===== src/hw/spm_pkg.sv =====
package spm_pkg;
	localparam int CLK_PERIOD_NS = 50;
	localparam int SERVO_PERIOD_NS = 50000;
	localparam int SERVO_CYCLES = (SERVO_PERIOD_NS + CLK_PERIOD_NS - 1) / CLK_PERIOD_NS;
	localparam int DW = 12;
	localparam int AW = 4;
	localparam logic [3:0] ADR_MODE = 4'h1;
	localparam logic [3:0] ADR_STSEL = 4'h2;
	localparam logic [3:0] ADR_MSTAT = 4'h3;
	localparam logic [3:0] ADR_GAIN = 4'h4;
	localparam logic [3:0] ADR_XOVER = 4'h5;
	localparam logic [3:0] ADR_LIMIT = 4'h6;
	localparam logic [3:0] ADR_BRAKE = 4'he;
	localparam int MODE_AWU_BIT = 3;
	localparam int GAIN_F4_LSB = 3;
	localparam logic [9:0] SPD_TO_JUMP = 10'h2ee;
	localparam logic [9:0] SPD_STOP_HI = 10'h078;
	localparam logic [9:0] SPD_STOP_LO = 10'h03c;
	localparam logic signed [11:0] DRIVE_MAX = 12'sh7ff;
	localparam int P_SHIFT = 3;
	localparam int I_SHIFT = 8;
	localparam int IO_SHIFT = 4;
	localparam int LP_SHIFT = 10;

	typedef enum logic [2:0] {
		SPM_OFF, SPM_START1, SPM_START2, SPM_JUMP, SPM_JUMP1, SPM_PLAY, SPM_STOP1, SPM_STOP2
	} spm_mode_t;

	typedef struct packed {
		logic [2:0] gain_sel;
		logic [1:0] f4_sel;
		logic [1:0] f3_sel;
		logic [1:0] limit_sel;
		logic anti_windup;
		logic brake_low;
		logic [1:0] stsel;
	} spm_cfg_t;

	function automatic logic [8:0] spm_gain_x10(input logic [2:0] sel);
		logic [8:0] t [8] = '{9'h020, 9'h028, 9'h040, 9'h050, 9'h080, 9'h0a0, 9'h100, 9'h140};
		return t[sel];
	endfunction

	function automatic logic [8:0] spm_f4_centi(input logic [1:0] sel);
		logic [8:0] t [4] = '{9'h032, 9'h046, 9'h08c, 9'h118};
		return t[sel];
	endfunction

	function automatic logic [8:0] spm_f3_centi(input logic [1:0] sel);
		logic [8:0] t [4] = '{9'h055, 9'h0ab, 9'h156, 9'h156};
		return t[sel];
	endfunction

	function automatic logic [6:0] spm_limit_pct(input logic [1:0] sel);
		logic [6:0] t [4] = '{7'h64, 7'h4b, 7'h32, 7'h25};
		return t[sel];
	endfunction
endpackage


===== src/hw/spm_tick.sv =====
`timescale 1ns/10ps
`default_nettype none
module spm_tick
	import spm_pkg::*;
#(
	parameter int PERIOD = SERVO_CYCLES
) (
	input wire logic clk,
	input wire logic rst,
	output logic tick
);
	typedef struct packed {
		logic [15:0] cnt;
		logic tick;
	} spm_tick_st_t;

	spm_tick_st_t st, next_st;

	always_comb begin
		next_st = st;
		next_st.tick = 1'b0;
		if (st.cnt == 16'(PERIOD - 1)) begin
			next_st.cnt = 16'h0000;
			next_st.tick = 1'b1;
		end else begin
			next_st.cnt = st.cnt + 16'h0001;
		end
	end

	always_ff @(posedge clk or posedge rst) begin
		if (rst) begin
			st <= '0;
		end else begin
			st <= next_st;
		end
	end

	assign tick = st.tick;
endmodule
`default_nettype wire


===== src/hw/spm_loop.sv =====
`timescale 1ns/10ps
`default_nettype none
module spm_loop
	import spm_pkg::*;
(
	input wire logic clk,
	input wire logic rst,
	input wire logic tick,
	input wire logic signed [11:0] err,
	input wire logic [2:0] gain_sel,
	input wire logic [1:0] f4_sel,
	input wire logic [1:0] f3_sel,
	input wire logic [2:0] overspeed,
	input wire logic integ_hold,
	input wire logic integ_clear,
	input wire logic anti_windup,
	output logic signed [11:0] drive,
	output logic sat
);
	typedef struct packed {
		logic signed [23:0] integ;
		logic signed [23:0] lp;
		logic signed [11:0] drive;
		logic sat;
	} spm_loop_st_t;

	spm_loop_st_t st, next_st;

	always_comb begin
		logic signed [31:0] p;
		logic signed [31:0] inc;
		logic signed [31:0] u;
		logic signed [31:0] lpn;
		p = '0;
		inc = '0;
		u = '0;
		lpn = '0;
		next_st = st;
		if (tick) begin
			// Gain does not see the overspeed factor; both corner frequencies do.
			p = (32'(err) * $signed({23'h0, spm_gain_x10(gain_sel)})) >>> P_SHIFT;
			inc = (32'(err) * $signed({23'h0, spm_f4_centi(f4_sel)}) * $signed({29'h0, overspeed})) >>> I_SHIFT;
			if (integ_clear) begin
				next_st.integ = '0;
			end else if (!integ_hold && !(anti_windup && st.sat)) begin
				next_st.integ = st.integ + 24'(inc);
			end
			u = p + (32'(st.integ) >>> IO_SHIFT);
			lpn = 32'(st.lp) + (((u - 32'(st.lp)) * $signed({23'h0, spm_f3_centi(f3_sel)})
				* $signed({29'h0, overspeed})) >>> LP_SHIFT);
			next_st.lp = 24'(lpn);
			if (lpn > 32'(DRIVE_MAX)) begin
				next_st.drive = DRIVE_MAX;
				next_st.sat = 1'b1;
			end else if (lpn < -32'(DRIVE_MAX)) begin
				next_st.drive = -DRIVE_MAX;
				next_st.sat = 1'b1;
			end else begin
				next_st.drive = 12'(lpn);
				next_st.sat = 1'b0;
			end
		end
	end

	always_ff @(posedge clk or posedge rst) begin
		if (rst) begin
			st <= '0;
		end else begin
			st <= next_st;
		end
	end

	assign drive = st.drive;
	assign sat = st.sat;
endmodule
`default_nettype wire


===== src/hw/spm_servo.sv =====
// Notes on behaviour
// - Loop gain and both crossover frequencies are set through two control registers.
// - Loop gain offers eight values, 3.2 up to 32.
// - Upper crossover selectable among 0.5, 0.7, 1.4, 2.8 Hz times overspeed.
// - Lower crossover selectable among 0.85, 1.71, 3.42 Hz times overspeed.
// - Crossovers scale with overspeed factor; gain does not.
// - FIFO overflow in play resets FIFO to half full; interpolator conceals loss.
// - Start 1 drives fixed positive level, holds PLL in reset, no speed data.
// - Start 2 accelerates with PLL tracking, moves to jump at 75% speed.
// - In start 2 the selected motor status readout is valid.
// - Jump enables servo, holds FIFO reset at half full, holds integrator.
// - Jump mutes audio but subcode stays readable; data discs stay unmuted.
// - Alternate jump behaves like jump with integrator kept at zero.
// - Entering play resets FIFO to half, then releases FIFO and mute.
// - Stop 1 drives fixed negative level to brake, no speed decision.
// - Stop 2 brakes with PLL tracking, ends at 12% or 6% speed.
// - At brake threshold the stopped flag rises and servo goes to off.
// - Operating mode is written through one control register, shared with the anti-windup bit.
// - Fixed start and stop drive limited to 100, 75, 50 or 37 percent.
// - With anti-windup on, integrator stops while output is saturated.
`timescale 1ns/10ps
`default_nettype none
module spm_servo
	import spm_pkg::*;
#(
	parameter int SERVO_PERIOD = SERVO_CYCLES
) (
	input wire logic CLK_SYS,
	input wire logic RST,
	input wire logic [AW-1:0] ADDR,
	input wire logic [DW-1:0] WDATA,
	input wire logic WR,
	input wire logic RD,
	output logic [DW-1:0] RDATA,
	input wire logic [9:0] SPEED,
	input wire logic signed [11:0] FIFO_ERR,
	input wire logic FIFO_OVF,
	input wire logic [2:0] OVERSPEED,
	input wire logic DATA_DISC,
	output logic signed [11:0] MOTOR_DRIVE,
	output logic MOTOR_EN,
	output logic PLL_RST,
	output logic FIFO_RST,
	output logic AUDIO_MUTE,
	output logic MOTOR_STOPPED
);
	typedef struct packed {
		spm_mode_t mode;
		spm_mode_t pend_mode;
		logic pend;
		spm_cfg_t cfg;
		logic motor_stopped_flag;
		logic fifo_rst;
		logic mute;
		logic settle;
		logic ovf_pend;
		logic [DW-1:0] rdata;
		logic signed [11:0] drive;
	} spm_st_t;

	spm_st_t st, next_st;
	logic tick;
	logic signed [11:0] loop_drive;
	logic loop_sat;
	logic integ_hold;
	logic integ_clear;

	spm_tick #(
		.PERIOD(SERVO_PERIOD)
	) u_tick (
		.clk(CLK_SYS),
		.rst(RST),
		.tick(tick)
	);

	// Integrator is frozen in jump and pinned to zero in the long-jump variant.
	assign integ_hold = (st.mode != SPM_PLAY);
	assign integ_clear = (st.mode == SPM_JUMP1) || (st.mode == SPM_OFF) || (st.mode == SPM_START1)
		|| (st.mode == SPM_START2) || (st.mode == SPM_STOP1) || (st.mode == SPM_STOP2);

	spm_loop u_loop (
		.clk(CLK_SYS),
		.rst(RST),
		.tick(tick),
		.err(FIFO_ERR),
		.gain_sel(st.cfg.gain_sel),
		.f4_sel(st.cfg.f4_sel),
		.f3_sel(st.cfg.f3_sel),
		.overspeed(OVERSPEED),
		.integ_hold(integ_hold),
		.integ_clear(integ_clear),
		.anti_windup(st.cfg.anti_windup),
		.drive(loop_drive),
		.sat(loop_sat)
	);

	function automatic logic signed [11:0] fixed_level(input logic [1:0] sel);
		logic [18:0] prod;
		prod = 19'(DRIVE_MAX) * 19'(spm_limit_pct(sel));
		return 12'(prod / 19'h00064);
	endfunction

	function automatic logic speed_valid(input spm_mode_t m);
		return (m != SPM_START1) && (m != SPM_STOP1) && (m != SPM_OFF);
	endfunction

	always_comb begin
		spm_mode_t m;
		logic [9:0] stop_thr;
		m = st.mode;
		stop_thr = st.cfg.brake_low ? SPD_STOP_LO : SPD_STOP_HI;
		next_st = st;
		next_st.rdata = '0;

		// Register writes.
		if (WR) begin
			unique case (ADDR)
				ADR_MODE: begin
					next_st.pend_mode = spm_mode_t'(WDATA[2:0]);
					next_st.pend = 1'b1;
					next_st.cfg.anti_windup = WDATA[MODE_AWU_BIT];
					next_st.motor_stopped_flag = 1'b0;
				end
				ADR_STSEL: begin
					next_st.cfg.stsel = WDATA[1:0];
				end
				ADR_GAIN: begin
					next_st.cfg.gain_sel = WDATA[2:0];
					next_st.cfg.f4_sel = WDATA[GAIN_F4_LSB+1:GAIN_F4_LSB];
				end
				ADR_XOVER: begin
					next_st.cfg.f3_sel = WDATA[1:0];
				end
				ADR_LIMIT: begin
					next_st.cfg.limit_sel = WDATA[1:0];
				end
				ADR_BRAKE: begin
					next_st.cfg.brake_low = WDATA[0];
				end
				default: begin
				end
			endcase
		end

		// Register reads; data stand in the following cycle only.
		if (RD) begin
			unique case (ADDR)
				ADR_MODE: begin
					next_st.rdata = DW'({st.cfg.anti_windup, st.mode});
				end
				ADR_STSEL: begin
					next_st.rdata = DW'(st.cfg.stsel);
				end
				ADR_MSTAT: begin
					// Status is meaningless while the PLL is not tracking the disc.
					if (speed_valid(st.mode)) begin
						unique case (st.cfg.stsel)
							2'h0: next_st.rdata = DW'(SPEED);
							2'h1: next_st.rdata = DW'({st.pend, loop_sat, st.motor_stopped_flag});
							2'h2: next_st.rdata = DW'(st.drive);
							default: next_st.rdata = DW'(st.mode);
						endcase
					end else begin
						next_st.rdata = DW'({loop_sat, st.motor_stopped_flag}) & 12'h001;
					end
				end
				ADR_GAIN: begin
					next_st.rdata = DW'({st.cfg.f4_sel, st.cfg.gain_sel});
				end
				ADR_XOVER: begin
					next_st.rdata = DW'(st.cfg.f3_sel);
				end
				ADR_LIMIT: begin
					next_st.rdata = DW'(st.cfg.limit_sel);
				end
				ADR_BRAKE: begin
					next_st.rdata = DW'(st.cfg.brake_low);
				end
				default: begin
					next_st.rdata = '0;
				end
			endcase
		end

		// An overflow is caught at once and served at the next update.
		if (FIFO_OVF && st.mode == SPM_PLAY) begin
			next_st.ovf_pend = 1'b1;
		end

		if (tick) begin
			// Pending mode written by software is applied here, never mid-period.
			if (st.pend && !(WR && ADDR == ADR_MODE)) begin
				m = st.pend_mode;
				next_st.pend = 1'b0;
			end
			// An overflow that lands on the update itself stays pending for the next one.
			next_st.ovf_pend = FIFO_OVF && (st.mode == SPM_PLAY);
			if (m == SPM_START2 && SPEED >= SPD_TO_JUMP) begin
				m = SPM_JUMP;
			end
			if (m == SPM_STOP2 && SPEED <= stop_thr) begin
				m = SPM_OFF;
				next_st.motor_stopped_flag = 1'b1;
			end
			next_st.mode = m;
			unique case (m)
				SPM_PLAY: begin
					if (st.mode != SPM_PLAY) begin
						next_st.fifo_rst = 1'b1;
						next_st.mute = 1'b1;
						next_st.settle = 1'b1;
					end else if (st.ovf_pend) begin
						// Mute is left open so the interpolator can hide the gap.
						next_st.fifo_rst = 1'b1;
						next_st.settle = 1'b1;
					end else if (st.settle) begin
						next_st.fifo_rst = 1'b0;
						next_st.mute = 1'b0;
						next_st.settle = 1'b0;
					end
				end
				SPM_JUMP, SPM_JUMP1: begin
					next_st.fifo_rst = 1'b1;
					next_st.mute = 1'b1;
					next_st.settle = 1'b0;
				end
				default: begin
					next_st.fifo_rst = 1'b1;
					next_st.mute = 1'b1;
					next_st.settle = 1'b0;
				end
			endcase
			unique case (m)
				SPM_START1, SPM_START2: next_st.drive = fixed_level(st.cfg.limit_sel);
				SPM_STOP1, SPM_STOP2: next_st.drive = -fixed_level(st.cfg.limit_sel);
				SPM_JUMP, SPM_JUMP1, SPM_PLAY: next_st.drive = loop_drive;
				SPM_OFF: next_st.drive = '0;
			endcase
		end
	end

	always_ff @(posedge CLK_SYS or posedge RST) begin
		if (RST) begin
			st <= '0;
			st.mode <= SPM_OFF;
			st.pend_mode <= SPM_OFF;
			st.fifo_rst <= 1'b1;
			st.mute <= 1'b1;
		end else begin
			st <= next_st;
		end
	end

	assign RDATA = st.rdata;
	assign MOTOR_DRIVE = st.drive;
	assign MOTOR_EN = (st.mode != SPM_OFF);
	assign PLL_RST = (st.mode == SPM_START1);
	assign FIFO_RST = st.fifo_rst;
	// Data discs keep serial and digital audio live; subcode path is never muted here.
	assign AUDIO_MUTE = st.mute && !DATA_DISC;
	assign MOTOR_STOPPED = st.motor_stopped_flag;
endmodule
`default_nettype wire


===== config.mk =====
export PLATFORM = sky130hd
export DESIGN_NAME = spm_servo
export DESIGN_NICKNAME = d
export VERILOG_FILES = /design/src/hw/spm_pkg.sv /design/src/hw/spm_tick.sv /design/src/hw/spm_loop.sv /design/src/hw/spm_servo.sv
export SDC_FILE = /design/constraint.sdc
export NUM_CORES = 1
export LEC_CHECK = 0
export ABC_AREA = 1
export BUFFER_PORTS_ARGS = -buffer_cell sky130_fd_sc_hd__buf_4
export CAP_MARGIN = 20
export CORE_MARGIN = 1.5
export CORE_UTILIZATION = 40
export CTS_CLUSTER_DIAMETER = 40
export DETAILED_ROUTE_END_ITERATION = 10
export PLACE_DENSITY = 0.52
export SKIP_LAST_GASP = 1
export SYNTH_ARGS = -nofsm -noshare
export SYNTH_HDL_FRONTEND = slang
export SYNTH_HIERARCHICAL = 1
export SYNTH_SLANG_ARGS = --single-unit

===== constraint.sdc =====
create_clock -name CLK_SYS -period 39.2 [get_ports CLK_SYS]
set_input_delay 5.88 -clock CLK_SYS [delete_from_list [all_inputs] [get_ports CLK_SYS]]
set_output_delay 5.88 -clock CLK_SYS [all_outputs]
set_load 0.02 [all_outputs]

==> impl_summary.log <==
[metrics] count of mapped cells out of synthesis: 4152
[metrics] number of antenna cells inserted: 0
[metrics] Filler cells: 7892
[metrics] dpl cell area: 31810 µm²
[metrics] critical path's slowest cell: a21oi_2
[metrics] final clock skew: 7.155 ps
[metrics] total clock buffers created by CTS: 17
[metrics] mean cell area of the mapped netlist: 7.354 µm²
[metrics] fraction of the yosys area taken by sequential cells: 10.42%
[metrics] slew at the pin with the worst max-slew slack: 1018 ps
[metrics] Cell Area, Synth: 30530 µm²
[metrics] antenna violations before repair: 0
[metrics] final critical-path required period: 22800 ps
[metrics] YS warnings: 6
[metrics] final hold violation count: 0
[metrics] status: finished, final reports clean
[metrics] Initial Util: 40.34%
[metrics] GP Congestion: 0.8861
[metrics] final setup violating endpoints: 0
[metrics] maximum clock frequency: 43.86 MHz
[metrics] Net Count, Synth: 4960
[metrics] count of port buffers added during placement: 68
[metrics] dominant cells by area after synthesis: fa_1 (25%), ha_1 (16%), inv_1 (12%)
[metrics] worst hold margin: 485.8 ps
[metrics] CTS root buffer: clkbuf_16
[metrics] Post-CTS Setup Repair Bufs: 0
[metrics] delay of the slowest cell on the worst path: 650 ps
[metrics] sequential cell area: 3181 µm²
[metrics] Layout area overhead: 6.225%
[metrics] cell types with the highest counts after synthesis: inv_1 (1008), nand2_1 (727), nor2_1 (463)
[metrics] dominant cell type by count on the critical path: nand2_1
[metrics] number of buffers on the longest clock path: 2
[metrics] type of element launching the critical path: input port
[metrics] Net count, final: 4958
[metrics] count of instances resized after the clock tree is built: 0
[metrics] deepest level of the CTS H-tree: 4
[metrics] endpoint kind of the worst setup timing path: register
[metrics] fin util: 42.85%
[metrics] x dimension of the die: 279.3 µm
[metrics] number of distinct library cell variants in the gate-level netlist after synthesis: 74
[metrics] pins over their slew limit: 0
[metrics] die outline height: 279.3 µm
[metrics] most repeated cell in the gate-level netlist after synthesis: inv_1
[metrics] vias in the first global route: 24870
[metrics] share of the clock period used by the worst path: 58.16%
[metrics] detailed-route via count: 25120
[metrics] count of routing violations after the opening detailed-route iteration: 1431
[metrics] average wire per standard cell: 15.77 µm
[metrics] site row count: 101
[metrics] number of cell instances on the worst register-to-register path: 85
[metrics] core footprint: 75700 µm²
[metrics] endpoint required time on the critical path: 39570 ps
[metrics] I/O pin count: 76
[metrics] TritonCTS clock tree: yes
[metrics] DR pass1 iterations: 7
[metrics] final sum of negative setup slack: 0 ps
[metrics] Sink Count: 127
[metrics] most used flip-flop cell after synthesis: dfrtp_1
[metrics] routed wl met3: 3.227 mm
[metrics] cell type contributing the most total cell area after synthesis: fa_1
[metrics] critical setup path kind: in -> reg
[metrics] first-pass GRT wire length: 133.0 mm
[metrics] GR Overflow Total: 0
[metrics] total length of routed met2 wires: 36.18 mm
[metrics] Worst Hold Class: reg -> reg
[metrics] pin count of the biggest net entering global routing: 62
[metrics] share of async-settable or async-resettable flops after synthesis: 100.0%
[metrics] number of antenna-violating nets in the routed design: 0
[metrics] EDFF count, synth: 0
[metrics] DP Wirelength: 70.11 mm
[metrics] final standard cell area without fillers: 32430 µm²
[metrics] Hold Path Depth: 2
[metrics] top routing layer in use: met4
[metrics] DRC Markers: 0
[metrics] largest fanout of any net on the critical path: 11
[metrics] wirelength, routed: 81.06 mm
[metrics] full die area: 78000 µm²
[metrics] layout cell share with drive strength beyond 1: 6.032%
[metrics] number of max-capacitance violations reported: 0
[metrics] share of the synthesized area in the top cell type: 24.72%
[metrics] number of vias per cell: 4.888
[metrics] max_slew headroom: 31.58%
[metrics] Met1 Wirelength: 41.02 mm
[metrics] Data arrival, critical path: 23170 ps
[metrics] CTS clk-pin slew, worst paths: 60 ps
[metrics] Post-CTS Hold Fix Bufs: 0
[metrics] RSZ-0062 raised after global routing: false
[metrics] total area of multi-input combinational cells: 22920 µm²
[metrics] global-route usage over all layers: 21.43%
[metrics] number of storage elements in the synthesis netlist: 127
[metrics] clk_lat worst skew: 430 ps
## worst paths after layout
path / slack, ps / end / startpoint
hold reg to reg: 490 / u_loop/drive[1]$_DFFE_PP0P_ / u_loop/drive[1]$_DFFE_PP0P_
hold / removal: 490 / u_loop/drive[1]$_DFFE_PP0P_ / u_loop/drive[1]$_DFFE_PP0P_
max in group asynchronous: 32870 / u_loop/st[58]$_DFFE_PP0P_ / RST
setup reg to reg: 20510 / u_loop/drive[11]$_DFFE_PP0P_ / st[40]$_DFFE_PP0P_
min in group asynchronous: 5380 / st[38]$_DFFE_PP0P_ / RST
setup / recovery: 16400 / u_loop/drive[11]$_DFFE_PP0P_ / FIFO_ERR[1]
## cells in the final DEF (no fill, tap or decap), types with 5 or more instances in the layout
cell type,instances
or2_2,27
nand4_1,39
a21oi_1,188
o21ai_1,20
a211oi_1,8
o211ai_1,11
o21bai_1,17
a21o_1,12
nand3b_1,9
ha_1,384
a31oi_1,17
nor4_1,7
xnor2_1,56
o21a_1,10
fa_1,377
clkbuf_16,17
clkinv_1,5
buf_4,82
a21oi_2,14
o211ai_2,9
inv_2,16
nor3_1,35
o221ai_1,7
o21ai_2,7
nand3_1,120
nor2_1,462
inv_1,1006
nand2_1,727
or2_1,7
dfrtp_1,125
nor2_2,9
nand2_2,19
xor2_1,97
o21ai_0,132
## routing by layer
metal	vias up	GRT usage, %
li1	12670	-
met1	11960	32.07
met2	457	34.23
met3	31	2.075
met4	0	2.522
met5	-	0
## layout make-up
type | instances | area share, %
Multi-Input combinational cell | 2892 | 70.68
Inverter | 1029 | 11.92
Sequential cell | 127 | 9.806
Tap cell | 978 | 3.773
Timing Repair Buffer | 83 | 1.960
Clock buffer | 21 | 1.451
Clock inverter | 9 | 0.4128
## cells by family after synthesis
| logic type | share of synthesized area (%) |
|---|---|
| and+or+nand+nor | 20.32 |
| AOI/OAI and AO/OA | 9.724 |
| DFF | 10.42 |
| buffers and inverters | 14.51 |
| xor gates and xnor gates | 4.495 |
| adders and majority gates | 40.45 |
| muxes | 0.07376 |
## flip-flops by register name (all words and copies together), names as in the netlist
signal,flops
MOTOR_STOPPED,1
st,23
u_loop/sat,1
FIFO_RST,1
u_tick/st,16
RDATA,12
u_loop/drive,12
u_tick/tick,1
MOTOR_DRIVE,12
u_loop/st,48
## worst max-delay path: cells and delay by family
family / cells / cell delay [ps]
simple gates: 31 / 3360
fa+ha+maj: 18 / 7980
compound gates: 16 / 3790
xor+xnor: 3 / 710
buf+inv: 16 / 1430
## through the flow
| stage | setup WS, ps | cells |
|---|---|---|
| after detailed placement | 16050 | 5108 |
| after floorplan | 18730 | 4152 |
| final | 16400 | 5139 |
| after global routing | 15200 | 5139 |
| after CTS | 16450 | 5138 |
| after global placement | 15980 | 5108 |
Power is not shown: default switching activity piles up to over one toggle a cycle in this logic, so the estimate is an artifact.
